**src/core/sts_pkg.sv**
```systemverilog
package sts_pkg;

  // command opcodes handled here
  localparam logic [7:0] OP_TEST_READY = 8'h00;
  localparam logic [7:0] OP_REZERO     = 8'h01;
  localparam logic [7:0] OP_REQ_SENSE  = 8'h03;

  // status byte values
  localparam logic [7:0] ST_GOOD  = 8'h00;
  localparam logic [7:0] ST_CHECK = 8'h02;
  localparam logic [7:0] ST_BUSY  = 8'h08;
  localparam logic [7:0] ST_RESV  = 8'h18;

  // sense byte zero layout
  localparam int SB0_VALID_POS = 7;
  localparam int SB0_CLASS_LSB = 4;

  // error classes
  localparam logic [2:0] CLS_DRIVE   = 3'h0;
  localparam logic [2:0] CLS_RECOV   = 3'h1;
  localparam logic [2:0] CLS_REQUEST = 3'h2;
  localparam logic [2:0] CLS_EXTEND  = 3'h7;

  // drive-state codes
  localparam logic [7:0] EC_NO_SENSE   = 8'h00;
  localparam logic [7:0] EC_NO_INDEX   = 8'h01;
  localparam logic [7:0] EC_NO_SEEK    = 8'h02;
  localparam logic [7:0] EC_WR_FAULT   = 8'h03;
  localparam logic [7:0] EC_NOT_READY  = 8'h04;
  localparam logic [7:0] EC_SEL_FAIL   = 8'h05;
  // data-recovery codes
  localparam logic [7:0] EC_ID_CRC     = 8'h10;
  localparam logic [7:0] EC_UNCORR     = 8'h11;
  localparam logic [7:0] EC_NO_IDAM    = 8'h12;
  localparam logic [7:0] EC_NO_RECORD  = 8'h14;
  localparam logic [7:0] EC_SEEK_ERR   = 8'h15;
  localparam logic [7:0] EC_NORETRY    = 8'h18;
  localparam logic [7:0] EC_VERIFY_ECC = 8'h19;
  localparam logic [7:0] EC_BAD_FORMAT = 8'h1c;
  // host request codes
  localparam logic [7:0] EC_BAD_OPCODE = 8'h20;
  localparam logic [7:0] EC_BAD_LBA    = 8'h21;
  localparam logic [7:0] EC_VOL_OVFL   = 8'h23;
  localparam logic [7:0] EC_BAD_ARG    = 8'h24;
  localparam logic [7:0] EC_BAD_LUN    = 8'h25;
  localparam logic [7:0] EC_WR_PROT    = 8'h27;
  localparam logic [7:0] EC_CART_CHG   = 8'h28;
  localparam logic [7:0] EC_PARAM_MISM = 8'h29;
  localparam logic [7:0] EC_LIMIT_VIOL = 8'h2b;
  localparam logic [7:0] EC_ERR_COUNT  = 8'h2c;
  localparam logic [7:0] EC_INIT_ERR   = 8'h2d;
  localparam logic [7:0] EC_BUS_PARITY = 8'h2e;
  localparam logic [7:0] EC_HW_CHECK   = 8'h2f;

  // format progress code range
  localparam logic [7:0] PC_FIRST = 8'h10;
  localparam logic [7:0] PC_LAST  = 8'h16;

  // sense geometry
  localparam int          SENSE_BYTES = 4;
  localparam logic [7:0]  SENSE_LEN   = 8'h04;
  localparam int          LUN_MAX     = 3;
  localparam int          LBA_SHORT   = 21;
  localparam logic [31:0] LBA_MASK21  = 32'h001f_ffff;

  // rezero timeout in us, and cycles at 20 MHz
  localparam int REZERO_TMO_US = 1000;
  localparam int CLK_MHZ       = 20;
  localparam int REZERO_CYC    = REZERO_TMO_US * CLK_MHZ;

  // one received command
  typedef struct packed {
    logic [7:0] opcode;
    logic [2:0] lun;
    logic [2:0] host;
    logic [7:0] alloc_len;
    logic       reserved_bad;
  } sts_cmd_t;

  // one posted error
  typedef struct packed {
    logic [7:0]  code;
    logic        lba_valid;
    logic [31:0] lba;
    logic [7:0]  progress;
    logic [7:0]  sectors;
    logic [7:0]  inner_code;
  } sts_err_t;

  // one unit's pending sense
  typedef struct packed {
    logic       pending;
    logic [2:0] owner;
    logic [7:0] b0;
    logic [7:0] b1;
    logic [7:0] b2;
    logic [7:0] b3;
  } sts_sense_t;

endpackage

```
**src/core/sts_sense_fmt.sv**
```systemverilog
`timescale 1ns/1ps
`default_nettype none
// packs a posted error into the four sense bytes
module sts_sense_fmt (
  input  wire sts_pkg::sts_err_t   err_i,     // error to encode
  input  wire logic                wide_i,    // 24-bit address format
  output var sts_pkg::sts_sense_t  sense_o    // packed bytes, pending=1
);

  logic [2:0]  cls;
  logic [31:0] lba;
  logic        fmt_err;

  // class comes from the code's upper nibble
  always_comb begin
    case (err_i.code[7:4])
      4'h0:    cls = sts_pkg::CLS_DRIVE;
      4'h1:    cls = sts_pkg::CLS_RECOV;
      4'h2:    cls = sts_pkg::CLS_REQUEST;
      default: cls = sts_pkg::CLS_EXTEND;
    endcase
  end

  // narrow format keeps only 21 bits; reserved bits of byte one stay zero
  assign lba = wide_i ? err_i.lba : (err_i.lba & sts_pkg::LBA_MASK21);
  assign fmt_err = (err_i.code == sts_pkg::EC_BAD_FORMAT);

  // bad format replaces the address with diagnostics, flag kept clear
  always_comb begin
    sense_o.pending = 1'b1;
    sense_o.owner   = 3'h0;
    sense_o.b0      = {err_i.lba_valid & ~fmt_err, cls,
                       err_i.code[3:0]};
    if (fmt_err) begin
      sense_o.b1 = err_i.progress;
      sense_o.b2 = err_i.sectors;
      sense_o.b3 = err_i.inner_code;
    end else if (err_i.lba_valid) begin
      // three bytes hold the low 24 bits; a wider address loses its top
      sense_o.b1 = wide_i ? lba[23:16] : {3'h0, lba[20:16]};
      sense_o.b2 = lba[15:8];
      sense_o.b3 = lba[7:0];
    end else begin
      sense_o.b1 = 8'h00;
      sense_o.b2 = 8'h00;
      sense_o.b3 = 8'h00;
    end
  end

endmodule
`default_nettype wire

```
**src/core/sts_target.sv**
```systemverilog
`timescale 1ns/1ps
`default_nettype none
module sts_target #(
  parameter int LUNS       = 4,                    // logical units served
  parameter int REZERO_CYC = sts_pkg::REZERO_CYC   // rezero timeout cycles
) (
  input  wire logic              sys_clk_i,        // 20 MHz clock
  input  wire logic              arst_n_i,         // async reset, low
  input  wire logic              cmd_valid_i,      // command strobe
  input  wire sts_pkg::sts_cmd_t cmd_i,            // command fields
  input  wire logic [LUNS-1:0]   unit_ready_i,     // unit powered and ready
  input  wire logic [LUNS-1:0]   unit_busy_i,      // unit busy
  input  wire logic [LUNS-1:0]   unit_fault_i,     // write fault seen
  input  wire logic [LUNS-1:0]   unit_sel_fail_i,  // select failure seen
  input  wire logic [LUNS-1:0]   unit_rsv_i,       // reserved elsewhere
  input  wire logic [2:0]        rsv_host_i,       // reserving host
  input  wire logic              wide_lba_i,       // 24-bit sense format
  input  wire logic              track0_i,         // drive at track zero
  input  wire logic              err_valid_i,      // other logic posts error
  input  wire logic [2:0]        err_lun_i,        // unit of posted error
  input  wire logic [2:0]        err_host_i,       // host of posted error
  input  wire sts_pkg::sts_err_t err_i,            // posted error
  output logic                   seek_zero_o,      // drive seek request
  output logic                   done_o,           // status valid pulse
  output logic [7:0]             status_o,         // status byte
  output logic                   data_valid_o,     // sense byte strobe
  output logic [7:0]             data_o,           // sense byte
  output logic [LUNS-1:0]        pending_o         // unit holds sense
);

  // elaboration checks: the unit index is two bits wide
  if (LUNS < 1 || LUNS > sts_pkg::LUN_MAX + 1) begin : g_bad_luns
    $error("LUNS must be 1..4");
  end
  if (REZERO_CYC < 1) begin : g_bad_tmo
    $error("REZERO_CYC must be positive");
  end

  typedef enum {S_IDLE, S_SEEK, S_SEND, S_STATUS} sts_state_t;

  sts_state_t         state;
  sts_pkg::sts_sense_t sense [LUNS];
  sts_pkg::sts_cmd_t  cur;
  logic [1:0]         byte_idx;
  logic [31:0]        tmo;
  logic [7:0]         next_status;
  logic               post_own;
  sts_pkg::sts_err_t  own_err;
  sts_pkg::sts_err_t  sel_err;
  logic [2:0]         sel_lun;
  logic [2:0]         sel_host;
  logic               sel_post;
  sts_pkg::sts_sense_t fmt_sense;
  logic               lun_ok;
  logic [1:0]         lun;
  logic               foreign;
  logic               tmo_hit;

  assign lun_ok  = (cmd_i.lun <= 3'(LUNS - 1));
  assign lun     = cmd_i.lun[1:0];
  assign foreign = lun_ok && sense[lun].pending
                   && sense[lun].owner != cmd_i.host;
  assign tmo_hit = (tmo == 32'(REZERO_CYC - 1));

  // status and sense source decided at command acceptance
  always_comb begin
    next_status = sts_pkg::ST_GOOD;
    post_own    = 1'b0;
    own_err     = '0;
    if (!lun_ok) begin
      post_own     = 1'b1;
      own_err.code = sts_pkg::EC_BAD_LUN;
    end else if (cmd_i.reserved_bad) begin
      post_own     = 1'b1;
      own_err.code = sts_pkg::EC_BAD_ARG;
    end else if (cmd_i.opcode == sts_pkg::OP_TEST_READY) begin
      if (unit_rsv_i[lun] && rsv_host_i != cmd_i.host) begin
        next_status = sts_pkg::ST_RESV;
      end else if (unit_busy_i[lun]) begin
        next_status = sts_pkg::ST_BUSY;
      end else if (unit_sel_fail_i[lun]) begin
        post_own     = 1'b1;
        own_err.code = sts_pkg::EC_SEL_FAIL;
      end else if (unit_fault_i[lun]) begin
        post_own     = 1'b1;
        own_err.code = sts_pkg::EC_WR_FAULT;
      end else if (!unit_ready_i[lun]) begin
        post_own     = 1'b1;
        own_err.code = sts_pkg::EC_NOT_READY;
      end else begin
        next_status = sts_pkg::ST_GOOD;
      end
    end else if (cmd_i.opcode != sts_pkg::OP_REZERO &&
                 cmd_i.opcode != sts_pkg::OP_REQ_SENSE) begin
      post_own     = 1'b1;
      own_err.code = sts_pkg::EC_BAD_OPCODE;
    end
    if (post_own)
      next_status = sts_pkg::ST_CHECK;
  end

  // sense writes come from the accepted command first, then the rezero timeout, else from the posting port
  always_comb begin
    sel_post = 1'b0;
    sel_err  = err_i;
    sel_lun  = err_lun_i;
    sel_host = err_host_i;
    if (state == S_IDLE && cmd_valid_i && !foreign && post_own && lun_ok) begin
      sel_post = 1'b1;
      sel_err  = own_err;
      sel_lun  = cmd_i.lun;
      sel_host = cmd_i.host;
    end else if (state == S_SEEK && tmo_hit && !track0_i) begin
      sel_post     = 1'b1;
      sel_err      = '0;
      sel_err.code = sts_pkg::EC_NO_SEEK;
      sel_lun      = cur.lun;
      sel_host     = cur.host;
    end else if (err_valid_i && err_lun_i <= 3'(LUNS - 1)) begin
      sel_post = 1'b1;
    end
  end

  sts_sense_fmt u_fmt (
    .err_i   (sel_err),
    .wide_i  (wide_lba_i),
    .sense_o (fmt_sense)
  );

  // per-unit sense store: posting sets, same-host command clears
  // a post in the same cycle as a clear wins, so that clear does not drop the fresh sense
  generate
    for (genvar u = 0; u < LUNS; u++) begin : g_unit
      always_ff @(posedge sys_clk_i or negedge arst_n_i) begin
        if (!arst_n_i) begin
          sense[u] <= '0;
        end else if (sel_post && sel_lun == 3'(u)) begin
          sense[u]       <= fmt_sense;
          sense[u].owner <= sel_host;
        end else if (state == S_SEND && byte_idx == 2'd3 &&
                     cur.lun == 3'(u)) begin
          sense[u].pending <= 1'b0;
        end else if (state == S_IDLE && cmd_valid_i && lun_ok &&
                     lun == 2'(u) && sense[u].owner == cmd_i.host &&
                     cmd_i.opcode != sts_pkg::OP_REQ_SENSE) begin
          sense[u].pending <= 1'b0;
        end
      end
      always_ff @(posedge sys_clk_i or negedge arst_n_i) begin
        if (!arst_n_i)
          pending_o[u] <= 1'b0;
        else
          pending_o[u] <= sense[u].pending;
      end
    end
  endgenerate

  // command latch: the byte stream and the no-seek error need it later
  always_ff @(posedge sys_clk_i or negedge arst_n_i) begin
    if (!arst_n_i) begin
      cur <= '0;
    end else if (state == S_IDLE && cmd_valid_i) begin
      cur <= cmd_i;
    end
  end

  // seek timeout counter, held at zero outside the seek state
  // a head that never reports track zero must not hang the target
  always_ff @(posedge sys_clk_i or negedge arst_n_i) begin
    if (!arst_n_i) begin
      tmo <= 32'h0000_0000;
    end else if (state == S_SEEK) begin
      tmo <= tmo + 32'h0000_0001;
    end else begin
      tmo <= 32'h0000_0000;
    end
  end

  // sense byte index; four bytes regardless of allocation length
  always_ff @(posedge sys_clk_i or negedge arst_n_i) begin
    if (!arst_n_i) begin
      byte_idx <= 2'd0;
    end else if (state == S_SEND) begin
      byte_idx <= byte_idx + 2'd1;
    end else begin
      byte_idx <= 2'd0;
    end
  end

  // seek request stands from acceptance until track zero or timeout
  always_ff @(posedge sys_clk_i or negedge arst_n_i) begin
    if (!arst_n_i) begin
      seek_zero_o <= 1'b0;
    end else if (state == S_IDLE && cmd_valid_i && !foreign && !post_own &&
                 cmd_i.opcode == sts_pkg::OP_REZERO) begin
      seek_zero_o <= 1'b1;
    end else if (state == S_SEEK && (track0_i || tmo_hit)) begin
      seek_zero_o <= 1'b0;
    end
  end

  // command sequencer: state, status byte and done pulse
  always_ff @(posedge sys_clk_i or negedge arst_n_i) begin
    if (!arst_n_i) begin
      state    <= S_IDLE;
      done_o   <= 1'b0;
      status_o <= 8'h00;
    end else begin
      done_o <= 1'b0;
      case (state)
        S_IDLE: begin
          if (cmd_valid_i) begin
            if (foreign) begin
              status_o <= sts_pkg::ST_BUSY;
              done_o   <= 1'b1;
            end else if (!post_own &&
                         cmd_i.opcode == sts_pkg::OP_REZERO) begin
              state <= S_SEEK;
            end else if (!post_own &&
                         cmd_i.opcode == sts_pkg::OP_REQ_SENSE) begin
              state <= S_SEND;
            end else begin
              status_o <= next_status;
              done_o   <= 1'b1;
            end
          end
        end
        // completion waits for track zero; timeout posts no-seek
        S_SEEK: begin
          if (track0_i || tmo_hit) begin
            status_o <= track0_i ? sts_pkg::ST_GOOD
                                 : sts_pkg::ST_CHECK;
            done_o   <= 1'b1;
            state    <= S_IDLE;
          end
        end
        // the last of the four bytes hands over to status
        S_SEND: begin
          if (byte_idx == 2'd3)
            state <= S_STATUS;
        end
        // request sense itself ends good; faults travel in the bytes
        S_STATUS: begin
          status_o <= sts_pkg::ST_GOOD;
          done_o   <= 1'b1;
          state    <= S_IDLE;
        end
        default: state <= S_IDLE;
      endcase
    end
  end

  // one strobe per sense byte
  always_ff @(posedge sys_clk_i or negedge arst_n_i) begin
    if (!arst_n_i) begin
      data_valid_o <= 1'b0;
    end else begin
      data_valid_o <= (state == S_SEND);
    end
  end

  // sense byte stream, a plain zero record when nothing is pending
  always_ff @(posedge sys_clk_i or negedge arst_n_i) begin
    if (!arst_n_i) begin
      data_o <= 8'h00;
    end else if (state != S_SEND || !sense[cur.lun[1:0]].pending) begin
      data_o <= 8'h00;
    end else begin
      case (byte_idx)
        2'd0:    data_o <= sense[cur.lun[1:0]].b0;
        2'd1:    data_o <= sense[cur.lun[1:0]].b1;
        2'd2:    data_o <= sense[cur.lun[1:0]].b2;
        default: data_o <= sense[cur.lun[1:0]].b3;
      endcase
    end
  end

endmodule
`default_nettype wire

```
**config.mk**
```make
export PLATFORM = sky130hd
export DESIGN_NAME = sts_target
export DESIGN_NICKNAME = d
export VERILOG_FILES = /design/src/core/sts_pkg.sv /design/src/core/sts_sense_fmt.sv /design/src/core/sts_target.sv
export SDC_FILE = /design/constraint.sdc
export NUM_CORES = 1
export LEC_CHECK = 0
export BUFFER_PORTS_ARGS = -buffer_cell sky130_fd_sc_hd__clkbuf_2
export CAP_MARGIN = 20
export CORE_ASPECT_RATIO = 1.4
export CORE_UTILIZATION = 50
export CTS_BUF_LIST = sky130_fd_sc_hd__clkbuf_8
export DETAILED_ROUTE_END_ITERATION = 6
export PLACE_DENSITY = 0.76
export RECOVER_POWER = 100
export SETUP_SLACK_MARGIN = 0.2
export SLEW_MARGIN = 40
export SYNTH_ARGS = -nofsm -noshare
export SYNTH_HDL_FRONTEND = slang
export SYNTH_SLANG_ARGS = --single-unit
```
**constraint.sdc**
```tcl
create_clock -name sys_clk_i -period 2.9 [get_ports sys_clk_i]
set_input_delay 0.58 -clock sys_clk_i [delete_from_list [all_inputs] [get_ports sys_clk_i]]
set_output_delay 0.58 -clock sys_clk_i [all_outputs]
set_load 0.01 [all_outputs]
```
==> impl_metrics.toml <==
[clock_network]
cts-buffers-inserted = 31
cts_tree = "built"
cts_sinks = 204
path_clk_slew_ns = 0.06
clk_latency_ns = 0.58
htree_levels = 1
root_buffer = "clkbuf_8"
clk_path_buf_depth = 3

[critical_path]
cpPeakStageDelay_ns = 0.57
crit_slowest_cell = "mux4_2"
end_kind = "flip-flop"
cp.arrival_ns = 3.18
cp_max_fo = 10
path_cells = "clkbuf_4, mux4_2, nor4_4, a21oi_2, nor2_8, mux2i_4, clkbuf_2, mux2_1"
cp.required_ns = 3.35
crit_buf_inv = 2
crit_path_start_kind = "input pin"
critical_path_class = "input pin to flip-flop"
cp_top_family = "multiplexers"

[placement]
dp_slack_ns = -0.461
dpl.hpwl_um = 17400
gp_congestion = 0.811
io_buffer_count = 124

[floorplan]
io_pins = 146
coreArea_um2 = 21400
dieArea_um2 = 22600
die_h_um = 178
die_x_um = 127
initial_utilization_pct = 51.5
rows = 63

[global_route]
grt_overflow_total = 0
grtUsageTotal_pct = 23.3
grt_pass1_wl_um = 41300
antenna_found_initial = 0
grt_max_degree = 71
grt_pass1_vias = 8068

[synthesis]
seq_area_frac_synth_pct = 46.4
synth_area_per_cell_um2 = 12.9
synth_area_leaders = "dfrtp_1 (46%), mux2_2 (9.9%), mux4_2 (8.0%), mux2_4 (6.8%), mux2i_1 (3.7%)"
async_flop_share_pct = 100
synth_top_area_cell = "dfrtp_1"
ys_ff_latch = 204
syn-cell-area_um2 = 11000
yosysUniqueCellTypes = 59
netlist.area_leader.share_pct = 46.4
yosys_warnings = 0
synth-main-ff-cell = "dfrtp_1"
synth_edf_count = 0
syn_inst = 854

[sta]
fmax_mhz = 366
fin_skew_ns = 0.0177
hold_viol_final = 0
finalSetupViolCount = 0
fin_crit_sh_pct = 94.1
worstMarginPinSlew_ns = 1.77
setup_ws_ns = 0.170
min_period_ns = 2.73
rsz0062_at_grt = "true"
relSlewSlack_pct = -17.9
slew_violations = 70

[cells_and_area]
fillCellCount = 1665
antenna_cells = 0
final_cell_mix = "dfrtp_1 (202), clkbuf_2 (114), mux2_2 (59)"
drive_above_1_share_pct = 38.7
area_growth_pct = 19.5
final_common_cell = "dfrtp_1"
nets = 1164

[power_and_ir_drop]
powerDensity_nw_per_um2 = 635
ir_drop_uv = 343
p_total_w = 0.00836
power.leakage_nw = 6.12

[run_status]
status = "complete, but fails checks"
violations = "max-capacitance violations, max-slew violations"

[route]
drtIter0Drc = 400
dr.pass1.iters = 4
ant_nets = 0
vias = 7524
wire_per_inst_um = 19.2
drc_errors = 0
via_per_inst = 5.57
wl_um = 25900

[run]
drv_cap = 1

[hold_path]
hp-class = "input pin to flip-flop"
-- synth_stat cells, drive strengths merged (2+ instances only) --
library cell	count
mux4	39
nor3b	5
or3b	2
ha	5
xor2	31
nand3	26
buf	34
nor2b	3
or2	2
or3	8
nor2	46
dfrtp	204
o21ai	15
o211a	8
nand3b	4
a21o	2
nand2b	7
nor3	12
o31ai	3
o2111ai	22
nand4	8
mux2	156
mux2i	44
and3	4
clkbuf	24
nor4b	4
a21oi	11
and2	4
inv	39
or4	3
nand2	31
nor4	8
a31o	2
a22oi	8
and4	8
xnor2	13
-- cell families after synthesis --
logic type | after synthesis | share of synthesized area [%]
AO/OA/AOI/OAI | 75 | 5.26
XOR/XNOR | 44 | 3.50
adder cells (fa/ha/maj) | 5 | 0.568
buffers and inverters | 98 | 4.82
flip-flops | 204 | 46.4
multiplexers | 239 | 30.0
other | 1 | 0.0341
AND/OR/NAND/NOR | 188 | 9.47
-- where the power goes --
group	internal [W]	switching (W)
clock	0.00135	0.00114
combinational	0.00118	0.000824
sequential	0.00349	0.000383
total	0.00601	0.00235
-- flip-flops by register name, indices dropped and copies added (netlist names), 2 cells and up --
signal,count
data_o,8
pending_o,4
status_o,3
tmo,32
sense,144
cur,6
state,2
byte_idx,2
-- worst reg2reg max path, delay by kind of cell, from the launching register on --
family / cells / cell delay (ns)
AOI/OAI and AO/OA: 2 / 0.40
DFF: 1 / 0.44
muxes: 3 / 0.89
and+or+nand+nor: 2 / 0.25
buffers and inverters: 3 / 0.66
-- metal layers --
metal,wire length (um),part of all wire [%],GRT usage (%),up-vias
met5,0,0,0,-
met4,567,2.2,6.50,0
met3,1250,4.8,3.17,45
met2,13300,51,41.2,211
met1,10800,42,29.8,3794
li1,-,-,-,3474
-- repair_timing --
| item | 4_1_cts | 5_1_grt |
|---|---|---|
| endpoints found under the setup margin | 143 | 129 |
| pin swaps | 1 | 2 |
| buffers inserted | 2 | 6 |
| hold buffers | 0 | 0 |
| cloned | 0 | 4 |
| resized for setup | 13 | 37 |
-- cell type report --
class                   instances  area, um^2  share of cell area (%)
multi-input cells             556        5550                    42.2
flip-flops and latches        204        5110                    38.8
repair buffers                203        1330                    10.1
clock buffers                  41         564                    4.29
well taps                     292         365                    2.78
inverters                      40         150                    1.14
clock inverters                14        90.1                   0.685
-- path summary, 6_finish.rpt --
check | startpoint | to | slack (ns) | depth (start not counted)
worst max register to register | sense[35]$_DFFE_PN0P_ | sense[89]$_DFFE_PN0P_ | 0.20 | 10
worst min register to register | sense[35]$_DFFE_PN0P_ | pending_o[3]$_DFF_PN0_ | 0.47 | 0
worst min-delay path | cmd_valid_i | state[1]$_DFFE_PN0P_ | 0.27 | 3
worst max-delay path | cmd_i[12] | sense[69]$_DFFE_PN0P_ | 0.17 | 8
max in group asynchronous | arst_n_i | tmo[14]$_DFF_PN0_ | 0.59 | 2
min in group asynchronous | arst_n_i | sense[142]$_DFFE_PN0P_ | 0.47 | 1
-- per-stage QoR --
stage	setup TNS (ns)	hold WS (ns)	cell area (um^2)	utilization, %	std cells
3_5_place_dp	-47.98	0.457	12400	58.2	1283
4_1_cts	0	0.0230	13200	61.6	1340
6_report	0	0.271	13200	61.6	1350
2_1_floorplan	-7.30	0.284	11200	-	858
3_3_place_gp	-44.38	0.451	12400	58.2	1283
5_1_grt	0	0.258	13200	61.6	1350
(Power assumes the default switching activity.)
